### src/rtl/sost_regs.vh
// Register map, field layout, reset values and state codes of the
// shutter output select and trigger block.
// Assumes a 32-bit APB slave; each register index maps to byte index*4.
//
// Functional notes
// (RQ1) Bits 2:0 pick the substrate clear source
// (RQ2) Codes 0..3 route shutter generators 0..3
// (RQ3) Codes 4,5,7 route muxes; 6 forbidden
// (RQ4) Bits 5:3 pick mechanical shutter, reset 1
// (RQ5) Bits 8:6 pick flash strobe, reset 2
// (RQ6) Bits 11:9 pick test output, reset 3
// (RQ7) Eight trigger bits; ones start operations
// (RQ8) Bits 0..5 start shutter and substrate generators
// (RQ9) Bit6 exposure, bit7 readout, readout follows exposure
// (RQ10) New values apply at next vertical sync
`ifndef SOST_REGS_VH
`define SOST_REGS_VH

// Register indices and their byte addresses
`define SOST_TRIG_IDX        12'h001
`define SOST_ROUTE_IDX       12'h050
`define SOST_STATUS_IDX      12'h05F
`define SOST_TRIG_ADDR       12'h004
`define SOST_ROUTE_ADDR      12'h140
`define SOST_STATUS_ADDR     12'h17C

// Widths of the two documented registers and of one select field
`define SOST_TRIG_W          8
`define SOST_ROUTE_W         12
`define SOST_SEL_W           3

// Select field positions (low bit of each field)
`define SOST_SUB_SEL_LSB     0
`define SOST_MECH_SEL_LSB    3
`define SOST_STRB_SEL_LSB    6
`define SOST_TEST_SEL_LSB    9

// Reset values
`define SOST_SUB_SEL_RST     3'h0
`define SOST_MECH_SEL_RST    3'h1
`define SOST_STRB_SEL_RST    3'h2
`define SOST_TEST_SEL_RST    3'h3
`define SOST_TRIG_RST        8'h00
`define SOST_ROUTE_RST       12'h688

// Select codes for the non-generator sources and the forbidden code 6
`define SOST_CODE_SUB_A      3'h4
`define SOST_CODE_SUB_B      3'h5
`define SOST_CODE_BAD        3'h6
`define SOST_CODE_PAIR       3'h7

// Trigger bit positions
`define SOST_TRIG_SUB_A      4
`define SOST_TRIG_SUB_B      5
`define SOST_TRIG_EXPOSE     6
`define SOST_TRIG_READOUT    7

// Status register field positions
`define SOST_ST_EXP_BUSY     12
`define SOST_ST_RD_BUSY      13
`define SOST_ST_ROUTE_PEND   14
`define SOST_ST_TRIG_PEND    15
`define SOST_ST_LAST_TRIG    16

// Sequencer one-hot states
`define SOST_SEQ_IDLE        3'h1
`define SOST_SEQ_EXPOSE      3'h2
`define SOST_SEQ_READ        3'h4

`endif

### src/rtl/sost_out_mux.v
// One output pin selector: a 3-bit code picks a timing source.
// Assumes all sources are on pclk; the pin is driven from a flop.
`timescale 1ns/100ps
`default_nettype none
`include "sost_regs.vh"

module sost_out_mux (
  input  wire        pclk,          // Pixel clock
  input  wire        presetn,       // Async reset, active low
  input  wire [2:0]  sel,           // Active select code
  input  wire [3:0]  shutter_gen,   // Shutter generators 0..3
  input  wire        substrate_mux_a, // Substrate mux A output
  input  wire        substrate_mux_b, // Substrate mux B output
  input  wire        shutter_pair_mux, // Shutter pair mux output
  output reg         pin            // Registered output pin
);

  // Decode of one select code; code 6 drives low as a safe level
  function pick;
    input [2:0] code;
    input [3:0] gen;
    input       sa;
    input       sb;
    input       pr;
    begin
      if (code[2] == 1'b0) begin
        pick = gen[code[1:0]];                  // see RQ2
      end else if (code == `SOST_CODE_SUB_A) begin
        pick = sa;                              // see RQ3
      end else if (code == `SOST_CODE_SUB_B) begin
        pick = sb;                              // see RQ3
      end else if (code == `SOST_CODE_PAIR) begin
        pick = pr;                              // see RQ3
      end else begin
        pick = 1'b0;
      end
    end
  endfunction

  // Register the pin so it never glitches while the code settles
  always @(posedge pclk or negedge presetn) begin
    if (!presetn) begin
      pin <= 1'b0;
    end else begin
      pin <= pick(sel, shutter_gen, substrate_mux_a, substrate_mux_b, shutter_pair_mux);
    end
  end

endmodule // sost_out_mux
`default_nettype wire

### src/rtl/sost_seq.v
// Exposure and readout sequencer started by trigger bits 6 and 7.
// Assumes done inputs are one-cycle pulses from generators on pclk.
`timescale 1ns/100ps
`default_nettype none
`include "sost_regs.vh"

module sost_seq (
  input  wire        pclk,           // Pixel clock
  input  wire        presetn,        // Async reset, active low
  input  wire        go_exposure,    // Start exposure, one-cycle pulse
  input  wire        go_readout,     // Start readout, one-cycle pulse
  input  wire        exposure_done,  // Exposure generator finished
  input  wire        readout_done,   // Readout generator finished
  output reg         exposure_start, // Pulse to exposure logic
  output reg         readout_start,  // Pulse to readout logic
  output wire        exposure_busy,  // Exposure in progress
  output wire        readout_busy    // Readout in progress
);

  localparam [2:0] ST_IDLE   = `SOST_SEQ_IDLE;
  localparam [2:0] ST_EXPOSE = `SOST_SEQ_EXPOSE;
  localparam [2:0] ST_READ   = `SOST_SEQ_READ;

  reg [2:0] state;        // One-hot state
  reg       read_queued;  // Readout waits for exposure end

  assign exposure_busy = state[1];
  assign readout_busy  = state[2];

  // Triggers arriving while busy are dropped; software must wait for idle
  always @(posedge pclk or negedge presetn) begin
    if (!presetn) begin
      state          <= ST_IDLE;
      read_queued    <= 1'b0;
      exposure_start <= 1'b0;
      readout_start  <= 1'b0;
    end else begin
      exposure_start <= 1'b0;
      readout_start  <= 1'b0;
      case (state)
        ST_IDLE: begin
          if (go_exposure) begin
            exposure_start <= 1'b1;                 // see RQ9
            read_queued    <= go_readout;           // see RQ9
            state          <= ST_EXPOSE;
          end else if (go_readout) begin
            readout_start <= 1'b1;                  // see RQ9
            state         <= ST_READ;
          end
        end
        ST_EXPOSE: begin
          if (exposure_done) begin
            read_queued <= 1'b0;
            if (read_queued) begin
              readout_start <= 1'b1;                // see RQ9
              state         <= ST_READ;
            end else begin
              state <= ST_IDLE;
            end
          end
        end
        ST_READ: begin
          if (readout_done) begin
            state <= ST_IDLE;
          end
        end
        default: begin
          state <= ST_IDLE;
        end
      endcase
    end
  end

endmodule // sost_seq
`default_nettype wire

### src/rtl/sost_top.v
// Shutter output select and trigger block: APB registers, vertical
// sync shadowing, four routed output pins and generator start pulses.
// Assumes generator and mux inputs are on pclk; vertical_sync is a pin.
`timescale 1ns/100ps
`default_nettype none
`include "sost_regs.vh"

module sost_top (
  input  wire        pclk,              // Pixel clock, 25 MHz
  input  wire        presetn,           // Async reset, active low
  // APB slave
  input  wire        psel,              // Slave select
  input  wire        penable,           // Access phase
  input  wire        pwrite,            // Write when high
  input  wire [11:0] paddr,             // Byte address
  input  wire [31:0] pwdata,            // Write data
  output wire        pready,            // Always ready
  output reg  [31:0] prdata,            // Read data, from flops
  output wire        pslverr,           // Unmapped address or status write
  // Field boundary pin
  input  wire        vertical_sync,     // Asynchronous pin
  // Internal timing sources
  input  wire [3:0]  shutter_gen,       // Shutter generators 0..3
  input  wire        substrate_mux_a,   // Substrate mux A output
  input  wire        substrate_mux_b,   // Substrate mux B output
  input  wire        shutter_pair_mux,  // Shutter pair mux output
  input  wire        exposure_done,     // Exposure finished pulse
  input  wire        readout_done,      // Readout finished pulse
  // Routed pins
  output wire        substrate_clear_pin, // Substrate clear
  output wire        mech_shutter_pin,  // Mechanical shutter
  output wire        flash_strobe_pin,  // Flash strobe
  output wire        test_out_pin,      // Test output
  // Generator starts, one-cycle pulses
  output reg  [3:0]  shutter_start,     // Start shutter generators
  output reg         substrate_a_start, // Start substrate generator A
  output reg         substrate_b_start, // Start substrate generator B
  output wire        exposure_start,    // Start exposure sequence
  output wire        readout_start      // Start readout sequence
);

  localparam NPIN = 4;                  // Routed pins

  // Shadow copies written by software
  reg [`SOST_ROUTE_W-1:0] route_shadow;   // Pending routing
  reg [`SOST_TRIG_W-1:0]  trig_shadow;    // Pending trigger bits
  reg                     route_pend;     // Routing write not yet applied
  // Active copies used by the hardware
  reg [`SOST_ROUTE_W-1:0] route_active;   // Routing driving the muxes
  reg [`SOST_TRIG_W-1:0]  trig_last;      // Last trigger applied

  // Vertical sync synchroniser and edge detector
  reg vs_meta;                          // First stage, read by vs_sync only
  reg vs_sync;                          // Second stage
  reg vs_prev;                          // Delayed for edge detect
  wire field_edge;                      // Start of a new field

  // APB decode
  wire setup_phase;                     // Setup cycle of a transfer
  wire access_phase;                    // Completing cycle
  wire wr_now;                          // Write takes effect
  wire hit_trig;                        // Trigger address
  wire hit_route;                       // Routing address
  wire hit_status;                      // Status address
  wire hit_any;                         // Any mapped address

  // Sequencer
  reg  go_exposure;                     // Exposure bit applied
  reg  go_readout;                      // Readout bit applied
  wire exposure_busy;                   // Sequencer exposing
  wire readout_busy;                    // Sequencer reading out

  // Status word assembled from live state
  wire [31:0] status_word;

  // Decode of an address against a byte address constant
  function is_addr;
    input [11:0] a;
    input [11:0] target;
    begin
      is_addr = (a == target);
    end
  endfunction

  // Two flops before the pin is looked at; the edge uses stage two only
  always @(posedge pclk or negedge presetn) begin
    if (!presetn) begin
      vs_meta <= 1'b0;
      vs_sync <= 1'b0;
      vs_prev <= 1'b0;
    end else begin
      vs_meta <= vertical_sync;
      vs_sync <= vs_meta;
      vs_prev <= vs_sync;
    end
  end

  // Rising edge of the synchronised sync marks the field boundary
  assign field_edge = vs_sync & ~vs_prev;

  // Zero wait states: every access finishes in its first access cycle
  assign pready       = 1'b1;
  assign setup_phase  = psel & ~penable;
  assign access_phase = psel & penable;
  assign wr_now       = access_phase & pwrite;

  // Indices are word indices; the bus sees them times four
  assign hit_trig   = is_addr(paddr, `SOST_TRIG_ADDR);
  assign hit_route  = is_addr(paddr, `SOST_ROUTE_ADDR);
  assign hit_status = is_addr(paddr, `SOST_STATUS_ADDR);
  assign hit_any    = hit_trig | hit_route | hit_status;

  // Unmapped addresses error; writes to status are also refused
  assign pslverr = access_phase & (~hit_any | (pwrite & hit_status));

  // Routing shadow; the pending flag lets software see an unapplied write
  always @(posedge pclk or negedge presetn) begin
    if (!presetn) begin
      route_shadow <= `SOST_ROUTE_RST;
      route_pend   <= 1'b0;
    end else begin
      if (wr_now && hit_route) begin
        route_shadow <= pwdata[`SOST_ROUTE_W-1:0];   // see RQ10
        route_pend   <= 1'b1;
      end else if (field_edge) begin
        route_pend <= 1'b0;
      end
    end
  end

  // Trigger shadow; a write in the boundary cycle survives to the next
  // boundary rather than being cleared, so no request is lost
  always @(posedge pclk or negedge presetn) begin
    if (!presetn) begin
      trig_shadow <= `SOST_TRIG_RST;
    end else begin
      if (wr_now && hit_trig) begin
        trig_shadow <= pwdata[`SOST_TRIG_W-1:0];     // see RQ7
      end else if (field_edge) begin
        trig_shadow <= `SOST_TRIG_RST;               // see RQ10
      end
    end
  end

  // Active routing and trigger snapshot change only at the boundary
  always @(posedge pclk or negedge presetn) begin
    if (!presetn) begin
      route_active <= `SOST_ROUTE_RST;               // see RQ1
      trig_last    <= `SOST_TRIG_RST;
    end else begin
      if (field_edge) begin
        route_active <= route_shadow;                // see RQ10
        trig_last    <= trig_shadow;
      end
    end
  end

  // Start pulses, one cycle wide, for each trigger bit set high
  always @(posedge pclk or negedge presetn) begin
    if (!presetn) begin
      shutter_start     <= 4'h0;
      substrate_a_start <= 1'b0;
      substrate_b_start <= 1'b0;
      go_exposure       <= 1'b0;
      go_readout        <= 1'b0;
    end else begin
      if (field_edge) begin
        shutter_start     <= trig_shadow[3:0];                     // see RQ8
        substrate_a_start <= trig_shadow[`SOST_TRIG_SUB_A];        // see RQ8
        substrate_b_start <= trig_shadow[`SOST_TRIG_SUB_B];        // see RQ8
        go_exposure       <= trig_shadow[`SOST_TRIG_EXPOSE];       // see RQ9
        go_readout        <= trig_shadow[`SOST_TRIG_READOUT];      // see RQ9
      end else begin
        shutter_start     <= 4'h0;
        substrate_a_start <= 1'b0;
        substrate_b_start <= 1'b0;
        go_exposure       <= 1'b0;
        go_readout        <= 1'b0;
      end
    end
  end

  // Exposure then readout ordering lives in its own small machine
  sost_seq u_seq (
    .pclk           (pclk),
    .presetn        (presetn),
    .go_exposure    (go_exposure),
    .go_readout     (go_readout),
    .exposure_done  (exposure_done),
    .readout_done   (readout_done),
    .exposure_start (exposure_start),
    .readout_start  (readout_start),
    .exposure_busy  (exposure_busy),
    .readout_busy   (readout_busy)
  );

  // Four identical selectors, one per pin, each on its own 3-bit field
  wire [NPIN-1:0] pin_out;              // Selector outputs in field order

  genvar gi;
  generate
    for (gi = 0; gi < NPIN; gi = gi + 1) begin : g_pin
      sost_out_mux u_mux (
        .pclk             (pclk),
        .presetn          (presetn),
        .sel              (route_active[gi*`SOST_SEL_W +: `SOST_SEL_W]), // see RQ4
        .shutter_gen      (shutter_gen),
        .substrate_mux_a  (substrate_mux_a),
        .substrate_mux_b  (substrate_mux_b),
        .shutter_pair_mux (shutter_pair_mux),
        .pin              (pin_out[gi])
      );
    end
  endgenerate

  // Field order: substrate, mechanical shutter, strobe, test
  assign substrate_clear_pin = pin_out[0];   // see RQ1
  assign mech_shutter_pin    = pin_out[1];   // see RQ4
  assign flash_strobe_pin    = pin_out[2];   // see RQ5
  assign test_out_pin        = pin_out[3];   // see RQ6

  // Status shows the routing the hardware really uses, not the shadow
  assign status_word = {8'h00,
                        trig_last,
                        (|trig_shadow),
                        route_pend,
                        readout_busy,
                        exposure_busy,
                        route_active};

  // Read data is captured in the setup cycle so it comes from a flop;
  // the value therefore reflects state one cycle before completion
  always @(posedge pclk or negedge presetn) begin
    if (!presetn) begin
      prdata <= 32'h00000000;
    end else begin
      if (setup_phase && !pwrite) begin
        if (hit_trig) begin
          prdata <= {24'h000000, trig_shadow};
        end else if (hit_route) begin
          prdata <= {20'h00000, route_shadow};
        end else if (hit_status) begin
          prdata <= status_word;
        end else begin
          prdata <= 32'h00000000;
        end
      end
    end
  end

  // Code 6 is never to be written (see RQ3); the selector drives low if it is

endmodule // sost_top
`default_nettype wire
### config.mk
export PLATFORM = sky130hd
export DESIGN_NAME = sost_top
export DESIGN_NICKNAME = d
export VERILOG_FILES = /design/src/rtl/sost_out_mux.v /design/src/rtl/sost_seq.v /design/src/rtl/sost_top.v
export VERILOG_INCLUDE_DIRS = /design/src /design/src/rtl
export SDC_FILE = /design/constraint.sdc
export NUM_CORES = 1
export LEC_CHECK = 0
export BUFFER_PORTS_ARGS = -buffer_cell sky130_fd_sc_hd__buf_2
export CORE_MARGIN = 5
export CORE_UTILIZATION = 41
export CTS_BUF_LIST = sky130_fd_sc_hd__clkbuf_8 sky130_fd_sc_hd__clkbuf_16
export CTS_CLUSTER_DIAMETER = 60
export DETAILED_ROUTE_END_ITERATION = 10
export PLACE_DENSITY = 0.66
export SYNTH_ARGS = -nofsm -noshare
export SYNTH_HDL_FRONTEND = slang
export SYNTH_HIERARCHICAL = 1
export SYNTH_SLANG_ARGS = --single-unit
export TNS_END_PERCENT = 30
### constraint.sdc
create_clock -name pclk -period 1.9 [get_ports pclk]
set_input_delay 0 -clock pclk [delete_from_list [all_inputs] [get_ports pclk]]
set_output_delay 0 -clock pclk [all_outputs]
set_load 0.005 [all_outputs]
---- Yosys cells after proc, flatten, opt, wreduce, memory -nomap -nowiden ----
Index checks and enable logic that the tools add are counted.
word-level totals
  register bits ........................... 94
  output and inout bits ................... 46
operators by class
  $lt $le $gt $ge ......................... 4
  eq/ne operators ......................... 22
  muxes and demuxes ....................... 52
  bitwise operators ....................... 12
  reduce and logical (&&, ||, !) cells .... 10
operator list
  operator                                             count
  2-to-1 mux 24 bit                                    3
  == test 3 bit (second input constant)                13
  2-to-1 mux 1 bit                                     34
  == test 12 x 9 -> 1 bit (second input constant)      2
  2-to-1 mux 8 bit                                     2
  2-to-1 mux 3 bit                                     5
  == test 12 x 3 -> 1 bit (second input constant)      1
  < comparator 2 x 3 -> 1 bit (second input constant)  4
  case mux 3 bit (3 select lines)                      1
  binary-select mux 1 bit (select 2 bit)               4
  OR reduction 8 bit                                   1
  bitwise AND 1 bit                                    6
  != test 2 bit (second input constant)                3
  AND reduction 3 bit                                  2
  nonzero test 2 bit                                   3
  2-to-1 mux 4 bit                                     1
  case mux 1 bit (2 select lines)                      2
  == test 3 x 1 -> 1 bit (second input constant)       1
  == test 3 x 2 -> 1 bit (second input constant)       1
  logical AND 1 bit                                    3
  != test 3 bit (second input constant)                1
  inverter 1 bit                                       3
  bitwise OR 1 bit                                     3
  zero test 1 bit                                      1

---- Longest topological paths before layout ----
Gate-level depths: netlist of run 1.
  depth in word-level cells ............... 6
  mapped depth ............................ 8

---- Modules after synthesis ----
Netlist of run 1, hierarchy kept.
modules (own cells, without submodules)
  module        instances  cells each  area an instance (µm²)
  sost_top      1          278         3344.5
  sost_seq      1          33          335.3
  sost_out_mux  4          7           78.8

---- Least setup slack after synthesis of run 1 ----
Ideal clock, no wire load.
  kind .................................... input port to flip-flop
  start point ............................. input port paddr[9]
  end point ............................... register trig_shadow[0]
  setup time .............................. 125 ps
  data arrival time ....................... 1569 ps
  required time ........................... 1775 ps
  setup slack ............................. 207 ps
  stages .................................. 5
  buffers on the path ..................... 1
  cell sequence ........................... or4b_4 or3_1 buf_2 nor2_4 mux2_2
on the way
  word-level cells in the longest chain between the ends .. 3
  elaborated cells between the ends (all ways) .. 4
  classes of those cells .................. eq/ne: 1; mux: 1; reduce/logical: 2
RTL lines
  what                                                    line            text
  from (decl)                                             sost_top.v:15   input wire [11:0] paddr,
  == test 12 x 3 -> 1 bit (*)                             sost_top.v:81   is_addr = (a == target);
  logical AND 1 bit (*)                                   sost_top.v:137  if (wr_now && hit_trig) begin
  2-to-1 mux 8 bit or nonzero test 2 bit (tied branches)  --
  to (signal assigned)                                    sost_top.v:135  trig_shadow <= `SOST_TRIG_RST;
  to (signal assigned)                                    sost_top.v:138  trig_shadow <= pwdata[`SOST_TRIG_W-1:0];
  to (signal assigned)                                    sost_top.v:140  trig_shadow <= `SOST_TRIG_RST;
  to (decl)                                               sost_top.v:46   reg [`SOST_TRIG_W-1:0] trig_shadow;
Every way passes the cells marked *; elsewhere a longest branch is shown, timed or not.
A chain may end at the register's enable or synchronous reset.

---- Worst setup path in the final report of run 1 ----
  start point ............................. input port paddr[1]
  end point ............................... output port pslverr
on the way
  word-level cells in the longest chain between the ends .. 6
  elaborated cells between the ends (all ways) .. 9
  classes of those cells .................. eq/ne: 3; bitwise: 6
RTL lines
  what                                                                line            text
  == test 12 x 3 -> 1 bit or == test 12 x 9 -> 1 bit (tied branches)  sost_top.v:81
  bitwise OR 1 bit (2 in a row)                                       sost_top.v:111  assign hit_any = hit_trig | hit_route | hit_status;
  inverter 1 bit                                                      sost_top.v:114  assign pslverr = access_phase & (~hit_any | (pwrite & hit_status));
  bitwise OR 1 bit (*)                                                sost_top.v:114
  bitwise AND 1 bit (*)                                               sost_top.v:114
  to (decl)                                                           sost_top.v:19   output wire pslverr,
Marks and branches as above.

==> results of run 1 <==
repair_timing:
item                                    CTS  global route
endpoints found under the hold margin   100             0
hold buffers                             15             0
endpoints found under the setup margin    0             0
placed cells by master, fill, tap and decap left out, types with 4 or more instances in the layout:
cell type	n
buf_2	74
nand2_1	42
a21o_1	4
mux2i_1	4
buf_4	9
a211oi_1	4
o22a_1	5
o21ai_1	5
mux4_2	4
clkbuf_8	10
conb_1	9
dfstp_2	9
o21ai_0	11
a21oi_1	14
dlygate4sd3_1	15
nor2_1	10
nor2b_1	10
nor3_1	4
nand3_1	13
a22oi_1	8
mux2_4	9
dfrtp_1	77
mux2_2	31
or3_1	4
and2_1	8
flip-flops by register name, summed over array words and instances (netlist names), 3 cells and up:
name / count
trig_shadow: 8
g_pin.u_mux/pin: 4
u_seq/state: 3
prdata: 24
shutter_start: 4
route_active: 12
route_shadow: 12
trig_last: 8
layer usage:
metal  part of all wire, %  global-route usage [%]  up-vias
met5                     0                       0        -
met2                    46                   24.40       85
met4                   1.1                   4.869        0
met3                   6.0                   4.204       13
li1                      -                       -     1364
met1                    47                   22.44     1428
per-stage QoR:
step,setup TNS [ns],std cells
5_1_grt,0,570
2_1_floorplan,0,346
3_3_place_gp,0,539
6_report,0,570
3_5_place_dp,-0.06994,539
4_1_cts,0,570
worst reg2reg max path, cell delays in order (launching register included):
cell and delay (ns):
dfrtp_1 0.38, nor2b_2 0.12, buf_4 0.29, mux2_2 0.38
kinds of logic (layout without fill, tap and decap cells):
| family | count (synthesis) | count (layout) | synth area share (%) |
|---|---|---|---|
| AND/OR/NAND/NOR | 119 | 119 | 17.32 |
| flip-flops | 86 | 86 | 54.15 |
| AO/OA/AOI/OAI | 55 | 55 | 8.675 |
| multiplexers | 48 | 48 | 15.38 |
| buffers and inverters | 29 | 120 | 4.291 |
| other | 2 | 9 | 0.1880 |
power breakdown:
group          internal (mW)  switching (mW)
Combinational          0.133           0.161
Sequential              1.87          0.0294
Clock                  0.650           0.679
path summary, 6_finish.rpt:
path                                      endpoint           start  cells past startpoint  slack, ns
worst max-delay path                       pslverr        paddr[1]                      8       0.28
min in group asynchronous                  vs_meta         presetn                      3       0.20
worst min-delay path            g_pin[0].u_mux/pin  shutter_gen[2]                      4       0.04
worst max register to register     route_active[5]         vs_prev                      3       0.61
max in group asynchronous          route_active[3]         presetn                      3       1.33
worst min register to register             vs_sync         vs_meta                      0       0.36
final cells by class:
type | instances | area, um^2 | share of cell area [%]
Sequential cell | 86 | 2163 | 44.25
Multi-Input combinational cell | 231 | 1694 | 34.66
Timing Repair Buffer | 101 | 648.1 | 13.26
Tap cell | 133 | 166.4 | 3.404
Clock buffer | 10 | 137.6 | 2.815
Clock inverter | 6 | 67.56 | 1.382
Inverter | 3 | 11.26 | 0.2304
==> flow_summary.json, run 1 <==
{
  "numCtsBuffers": 9,
  "slowest_stage": "or3_1",
  "required_ns": 1.90,
  "min_path_type": "in2reg",
  "cts_root_buf": "clkbuf_8",
  "crit_arrival_ns": 1.62,
  "ir_drop_v": 0.0003865,
  "clk_latency_ns": 0.36,
  "syn-cell-area_mm2": 0.003995,
  "drc": 0,
  "cts_tree": "built",
  "yosysSeqAreaShare_pct": 54.15,
  "ys_top_cells_by_area": "dfrtp_1 (48%), mux2_2 (8.7%), dfstp_2 (5.9%)",
  "setup_slack_ns": 0.2848,
  "worstPathCellList": "buf_2 -> or3_1 -> buf_4 -> nor4_2 -> buf_12 -> nor2b_1 -> nor4_1 -> buf_2",
  "setup_violations": 0,
  "rsz0062_at_grt": "false",
  "clock_skew_ns": 0.01228,
  "synth_commonest_cells": "dfrtp_1 (77), nand2_1 (42), mux2_2 (31), a21oi_1 (14), nand3_1 (13)",
  "cp_top_family": "simple AND/OR/NAND/NOR gates",
  "grt_remaining_overflow": 0,
  "maxCapViolCount": 0,
  "io_buffer_count": 75,
  "synth-edff-count": 0,
  "gp_congestion": 0.8012,
  "final_max_slew_viol_count": 0,
  "async_flop_share_pct": 100.0,
  "ant_nets": 0,
  "dieArea_mm2": 0.01182,
  "synthFlopType": "dfrtp_1",
  "yosys.area.top_type_share_pct": 48.23,
  "drive_above_1_share_pct": 38.90,
  "syn_to_final_growth_pct": 22.36,
  "num_vias": 2890,
  "fin_util_pct": 50.71,
  "nNetsFinal": 491,
  "drt_pass1_iterations": 6,
  "worst_hold_slack_ns": 0.03746,
  "die_x_um": 108.7,
  "core-area_mm2": 0.009639,
  "fin_crit_sh_pct": 85.01,
  "grt_pass1_vias": 2871,
  "worst-setup-path-type": "in2out",
  "clk_pin_slew_ns": 0.09,
  "cts_resized": 0,
  "cp_common_cell": "buf_2",
  "hpwl_um": 6481,
  "hold_viol": 0,
  "ys_types": 50,
  "start_kind": "primary input",
  "grt_pass1_wl_um": 14630,
  "p_total_mw": 3.522,
  "cts_buffer_depth": 2,
  "n_fill_cell": 896,
  "synth.ff_latch_count": 86,
  "wire_per_inst_um": 15.93,
  "post-cts-setup-buffers": 0,
  "num_antenna_cells": 0,
  "placed_area_mm2": 0.004533,
  "worst_path_largest_cell_delay_ns": 0.49,
  "status": "completed",
  "initial_core_util_pct": 41.45,
  "p_per_area_mw_per_mm2": 720.5,
  "grtUsageTotal_pct": 16.00,
  "syn_inst": 339,
  "via_per_inst": 5.070,
  "fp-row-count": 36,
  "grt_max_degree": 87,
  "die_y_um": 108.7,
  "min_period_ns": 1.615,
  "synth_area_leader_cell": "dfrtp_1",
  "crit_fanout": 17,
  "h-tree-depth": 3,
  "initialDrtViolationCount": 119,
  "pin_count": 105,
  "synth_most_common_cell": "dfrtp_1",
  "endpoint_kind": "output port",
  "timing.fmax_mhz": 619.1,
  "antenna_found_initial": 0,
  "ys_warn_count": 6,
  "avgSynthCellArea_um2": 11.78,
  "clock-sinks": 86,
  "post-place-ws_ns": -0.02293,
  "drt_wl_total_um": 9081,
  "p_leak_nw": 2.375,
  "cp.buffers_inverters": 4,
  "design_area_mm2": 0.004888
}
No activity file was read; power rests on OpenSTA's default activity.
==> run 2: changes to the inputs <==
--- a/config.mk
+++ b/config.mk
@@ -7,7 +7,7 @@
 export NUM_CORES = 1
 export LEC_CHECK = 0
 export BUFFER_PORTS_ARGS = -buffer_cell sky130_fd_sc_hd__buf_2
-export CORE_MARGIN = 5
+export CORE_MARGIN = 2
 export CORE_UTILIZATION = 41
 export CTS_BUF_LIST = sky130_fd_sc_hd__clkbuf_8 sky130_fd_sc_hd__clkbuf_16
 export CTS_CLUSTER_DIAMETER = 60
==> constraint.sdc (replaced) <==
create_clock -name pclk -period 1.8 [get_ports pclk]
set_input_delay 0 -clock pclk [delete_from_list [all_inputs] [get_ports pclk]]
set_output_delay 0 -clock pclk [all_outputs]
set_load 0.005 [all_outputs]
==> run 2 against run 1 <==
Compared with the run above: sequential cell count did not move; setup slack worse by 0.19 ns; global-route usage up 1.8 points.
==> flow_summary.json, run 2 (same netlist as run 1, synthesis figures left out) <==
{
  "grt_pass1_wl_um": 14400,
  "p_per_area_mw_per_mm2": 774.4,
  "via_per_inst": 5.026,
  "rsz0062_at_grt": "false",
  "grt_pass1_vias": 2870,
  "cp_common_cell": "buf_2",
  "layout_commonest_cell": "dfrtp_1",
  "min_path_type": "in2reg",
  "crit_arrival_ns": 1.71,
  "drc": 0,
  "seqPwrFrac_pct": 52.3,
  "worst_path_largest_cell_delay_ns": 0.52,
  "syn_to_final_growth_pct": 23.68,
  "cp_top_family": "simple AND/OR/NAND/NOR gates",
  "h-tree-depth": 3,
  "die_x_um": 102.7,
  "largest_reg_flops": 24,
  "worstPathCellList": "buf_2 -> or4b_4 -> buf_4 -> nor4_2 -> buf_12 -> nor2b_1 -> nor4_1 -> buf_2",
  "initial_core_util_pct": 41.64,
  "layout_common_cells": "dfrtp_1 (77), buf_2 (74), nand2_1 (42)",
  "gp_congestion": 0.7751,
  "ir_drop_v": 0.0004438,
  "cts_resized": 0,
  "largestRegisters": "prdata x24, route_active x12, route_shadow x12",
  "endpoint": "pslverr",
  "io_buffer_count": 75,
  "p_comb_share_pct": 8.2,
  "wire_per_inst_um": 15.40,
  "maxCapViolCount": 0,
  "timing.reg2reg.setup_slack_ns": 0.55,
  "fp-row-count": 36,
  "die_y_um": 102.7,
  "clock_skew_ns": 0.01098,
  "clk_latency_ns": 0.35,
  "worst-setup-path-type": "in2out",
  "post-place-ws_ns": -0.09947,
  "setup_violations": 0,
  "fin_util_pct": 51.50,
  "p_leak_nw": 2.403,
  "drt_wl_total_um": 8823,
  "num_antenna_cells": 0,
  "endpoint_kind": "output port",
  "nNetsFinal": 494,
  "clk_pin_slew_ns": 0.09,
  "r2r_cells": 3,
  "setup-tns-final_ns": 0,
  "drive_above_1_share_pct": 39.09,
  "final_max_slew_viol_count": 0,
  "crit_path_start": "paddr[9]",
  "numCtsBuffers": 9,
  "hpwl_um": 6315,
  "timing.fmax_mhz": 585.9,
  "hold_viol": 0,
  "status": "completed",
  "fin_crit_sh_pct": 94.82,
  "switching_share_pct": 23.99,
  "r2r_end": "u_seq/state[2]",
  "r2r-start": "u_seq/state[0]",
  "drt_pass1_iterations": 4,
  "p_sw_uw": 918.0,
  "cts_tree": "built",
  "clock-sinks": 86,
  "min_period_ns": 1.707,
  "cts_root_buf": "clkbuf_8",
  "num_vias": 2880,
  "cts_buffer_depth": 2,
  "dieArea_mm2": 0.01055,
  "core-area_mm2": 0.009594,
  "grtUsageTotal_pct": 17.79,
  "grt_remaining_overflow": 0,
  "setup_slack_ns": 0.09325,
  "slowest_stage": "or4b_4",
  "largest_register": "prdata",
  "critical_path_depth": 8,
  "power_frac_clock_pct": 39.5,
  "initialDrtViolationCount": 89,
  "start_kind": "primary input",
  "grt_max_degree": 38,
  "cp.buffers_inverters": 4,
  "ant_nets": 0,
  "pin_count": 105,
  "antenna_found_initial": 0,
  "internal_power_mw": 2.908,
  "crit_fanout": 17,
  "required_ns": 1.80
}
-- run 2: worst min path at each step --
stage,to,from,slack [ns],cells past startpoint
after floorplan,g_pin[0].u_mux/pin,presetn,-0.30,0
after global placement,g_pin[3].u_mux/pin,presetn,-0.02,1
after detailed placement,g_pin[3].u_mux/pin,presetn,-0.02,1
after CTS,g_pin[2].u_mux/pin,shutter_gen[2],0.03,4
after global routing,g_pin[2].u_mux/pin,shutter_gen[2],0.06,4
final,g_pin[2].u_mux/pin,shutter_gen[2],0.04,4
-- run 2: power by group through the flow --
stage	clock network, mW	registers, mW	logic [mW]
floorplan	0	2.03	0.136
global placement	0	2.04	0.288
detailed placement	0	2.04	0.292
CTS	1.54	2.00	0.319
global route	1.61	2.01	0.351
finish	1.51	2.00	0.312
-- run 2: worst min-delay path, cell delays in order --
cell     delay (ns)
buf_2          0.13
nand2_1        0.06
o22a_1         0.12
o21ai_1        0.05
-- run 2: timing repair --
action	CTS	global route
hold endpoints to repair	83	0
hold buffers	15	0
buffers inserted	0	0
-- run 2: per-stage QoR --
step | hold WS, ns | instance area (um^2) | power (mW) | cells
5_1_grt | 0.05827 | 4941 | 3.971 | 573
6_report | 0.04028 | 4941 | 3.826 | 573
4_1_cts | 0.02502 | 4941 | 3.863 | 573
2_1_floorplan | -0.2956 | 4021 | 2.169 | 346
3_3_place_gp | -0.02468 | 4568 | 2.324 | 542
3_5_place_dp | -0.02343 | 4568 | 2.331 | 542
-- run 2: per-layer routing --
layer / share of wire [%] / vias up / global-route usage (%) / wire, um
met5: 0 / - / 0 / 0
met4: 0.92 / 0 / 5.333 / 81
met3: 4.3 / 8 / 2.983 / 375
met2: 47 / 74 / 28.51 / 4146
met1: 48 / 1425 / 25.02 / 4219
li1: - / 1373 / - / -
-- run 2: layout make-up --
type / count / area, um^2
clock buffer: 9 / 123.9
clock inverter: 7 / 98.84
fill: 899 / 4653
inverter: 3 / 11.26
multi-input combinational: 231 / 1694
sequential: 86 / 2163
tap: 133 / 166.4
timing repair buffer: 104 / 683.2
==> run 3: changes to the inputs <==
==> constraint.sdc (replaced) <==
create_clock -name pclk -period 1.8 [get_ports pclk]
set_input_delay 0 -clock pclk [delete_from_list [all_inputs] [get_ports pclk]]
set_output_delay 0 -clock pclk [all_outputs]
set_load 0.02 [all_outputs]
==> run 3 against run 2 <==
Compared with the run above: cell count down 0.17%; first-iteration DRC count grew 47%; count of clock-buffer cells in the layout is 1 higher; setup slack better by 0.0088 ns; worst hold slack better by 0.0030 ns; combinational power is 18% higher; sequential share of layout area increased by 0.16 points; utilization shrank 0.18 points; die area unchanged; global-route usage grew 0.35 points.
==> flow_summary.json, run 3 (same netlist as run 1, synthesis figures left out) <==
{
  "antenna_found_initial": 0,
  "clk_latency_ns": 0.35,
  "largestRegisters": "prdata x24, route_active x12, route_shadow x12",
  "fin_crit_sh_pct": 94.33,
  "p_per_area_mw_per_mm2": 776.9,
  "grt_remaining_overflow": 0,
  "layout_commonest_cell": "dfrtp_1",
  "gp_congestion": 0.8189,
  "die_y_um": 102.7,
  "clk_pin_slew_ns": 0.08,
  "min_path_type": "in2reg",
  "drt_pass1_iterations": 4,
  "largest_register": "prdata",
  "min_delay_path_depth": 4,
  "num_antenna_cells": 0,
  "initialDrtViolationCount": 131,
  "grt_pass1_vias": 2926,
  "grtUsageTotal_pct": 18.14,
  "cts_buffer_depth": 2,
  "syn_to_final_growth_pct": 23.24,
  "hpwl_um": 6208,
  "min_to": "g_pin[2].u_mux/pin",
  "status": "completed",
  "timing.reg2reg.setup_slack_ns": 0.54,
  "die_x_um": 102.7,
  "required_ns": 1.80,
  "rsz0062_at_grt": "false",
  "num_vias": 2869,
  "post-cts-setup-buffers": 0,
  "n_fill_cell": 889,
  "setup-tns-final_ns": 0,
  "largest_reg_flops": 24,
  "min_period_ns": 1.698,
  "io_buffer_count": 75,
  "ant_nets": 0,
  "cts_root_buf": "clkbuf_8",
  "grt_max_degree": 39,
  "clock-sinks": 86,
  "wire_per_inst_um": 15.45,
  "layout_common_cells": "dfrtp_1 (77), buf_2 (74), nand2_1 (42)",
  "maxCapViolCount": 0,
  "r2r_cells": 3,
  "r2r_end": "u_seq/state[2]",
  "fp-row-count": 36,
  "core-area_mm2": 0.009594,
  "setup_slack_ns": 0.1021,
  "timing.fmax_mhz": 589.0,
  "drc": 0,
  "final_max_slew_viol_count": 0,
  "numCtsBuffers": 9,
  "min_from": "shutter_gen[2]",
  "r2r-start": "u_seq/state[0]",
  "crit_arrival_ns": 1.70,
  "cts_tree": "built",
  "worst_hold_slack_ns": 0.04331,
  "pin_count": 105,
  "nNetsFinal": 494,
  "drt_wl_total_um": 8838,
  "hold_viol": 0,
  "ir_drop_v": 0.0004996,
  "via_per_inst": 5.016,
  "start_kind": "primary input",
  "initial_core_util_pct": 41.64,
  "setup_violations": 0,
  "h-tree-depth": 3,
  "crit_fanout": 17,
  "dieArea_mm2": 0.01055,
  "drive_above_1_share_pct": 38.72,
  "endpoint_kind": "output port",
  "clock_skew_ns": 0.007502,
  "post-place-ws_ns": -0.09915,
  "grt_pass1_wl_um": 14670,
  "p_leak_nw": 2.407,
  "worst-setup-path-type": "in2out"
}
## run 3: cell count changes in the layout (fill, tap and decap cells not counted), sizes merged
cell and change:
clkbuf +1, clkinv +1, clkinvlp -2, inv -1
## run 3: worst max-delay path by stage
stage	from	end	depth (start not counted)
floorplan	paddr[9]	trig_shadow[0]	5
global placement	paddr[9]	trig_shadow[3]	5
detailed placement	paddr[9]	trig_shadow[1]	5
CTS	paddr[9]	pslverr	8
global route	paddr[9]	pslverr	8
finish	paddr[9]	pslverr	8
## run 3: where the power goes
part / switching [mW] / internal, mW / leakage [nW]
registers: 0.0288 / 1.97 / 1.13
clock network: 0.651 / 0.805 / 0.115
logic: 0.223 / 0.144 / 1.16
total: 0.902 / 2.92 / 2.41
## run 3: timing repair
action	CTS	global route
endpoints found under the hold margin	90	0
hold buffers	15	0
resized for setup	0	1
endpoints found under the setup margin	0	1
## run 3: critical path: stages
cell and delay [ns]:
buf_2 0.10, or4b_4 0.52, buf_4 0.16, nor4_2 0.29, buf_6 0.24, nor2b_1 0.15
nor4_1 0.06, buf_2 0.16
## run 3: routing by layer
| metal | GRT usage [%] | part of all wire [%] | vias to the layer above |
|---|---|---|---|
| li1 | - | - | 1379 |
| met1 | 25.01 | 48 | 1417 |
| met2 | 29.16 | 47 | 64 |
| met3 | 2.983 | 3.5 | 9 |
| met4 | 6.462 | 1.2 | 0 |
| met5 | 0 | 0 | - |
## run 3: through the flow
stage                     cells  instance area (um^2)  power (mW)  utilization [%]
after global placement      542                  4556       2.377            47.48
after global routing        572                  4923       3.992            51.32
after detailed placement    542                  4556       2.385            47.48
after floorplan             346                  4021       2.222                -
after CTS                   572                  4920       3.862            51.28
final                       572                  4923       3.825            51.32
## run 3: layout make-up
class	count	area [um^2]	area share (%)
sequential	86	2163	43.94
clock inverter	5	76.32	1.550
timing repair buffer	104	674.4	13.70
inverter	3	11.26	0.2287
multi-input combinational	231	1694	34.41
tap	133	166.4	3.380
clock buffer	10	137.6	2.795
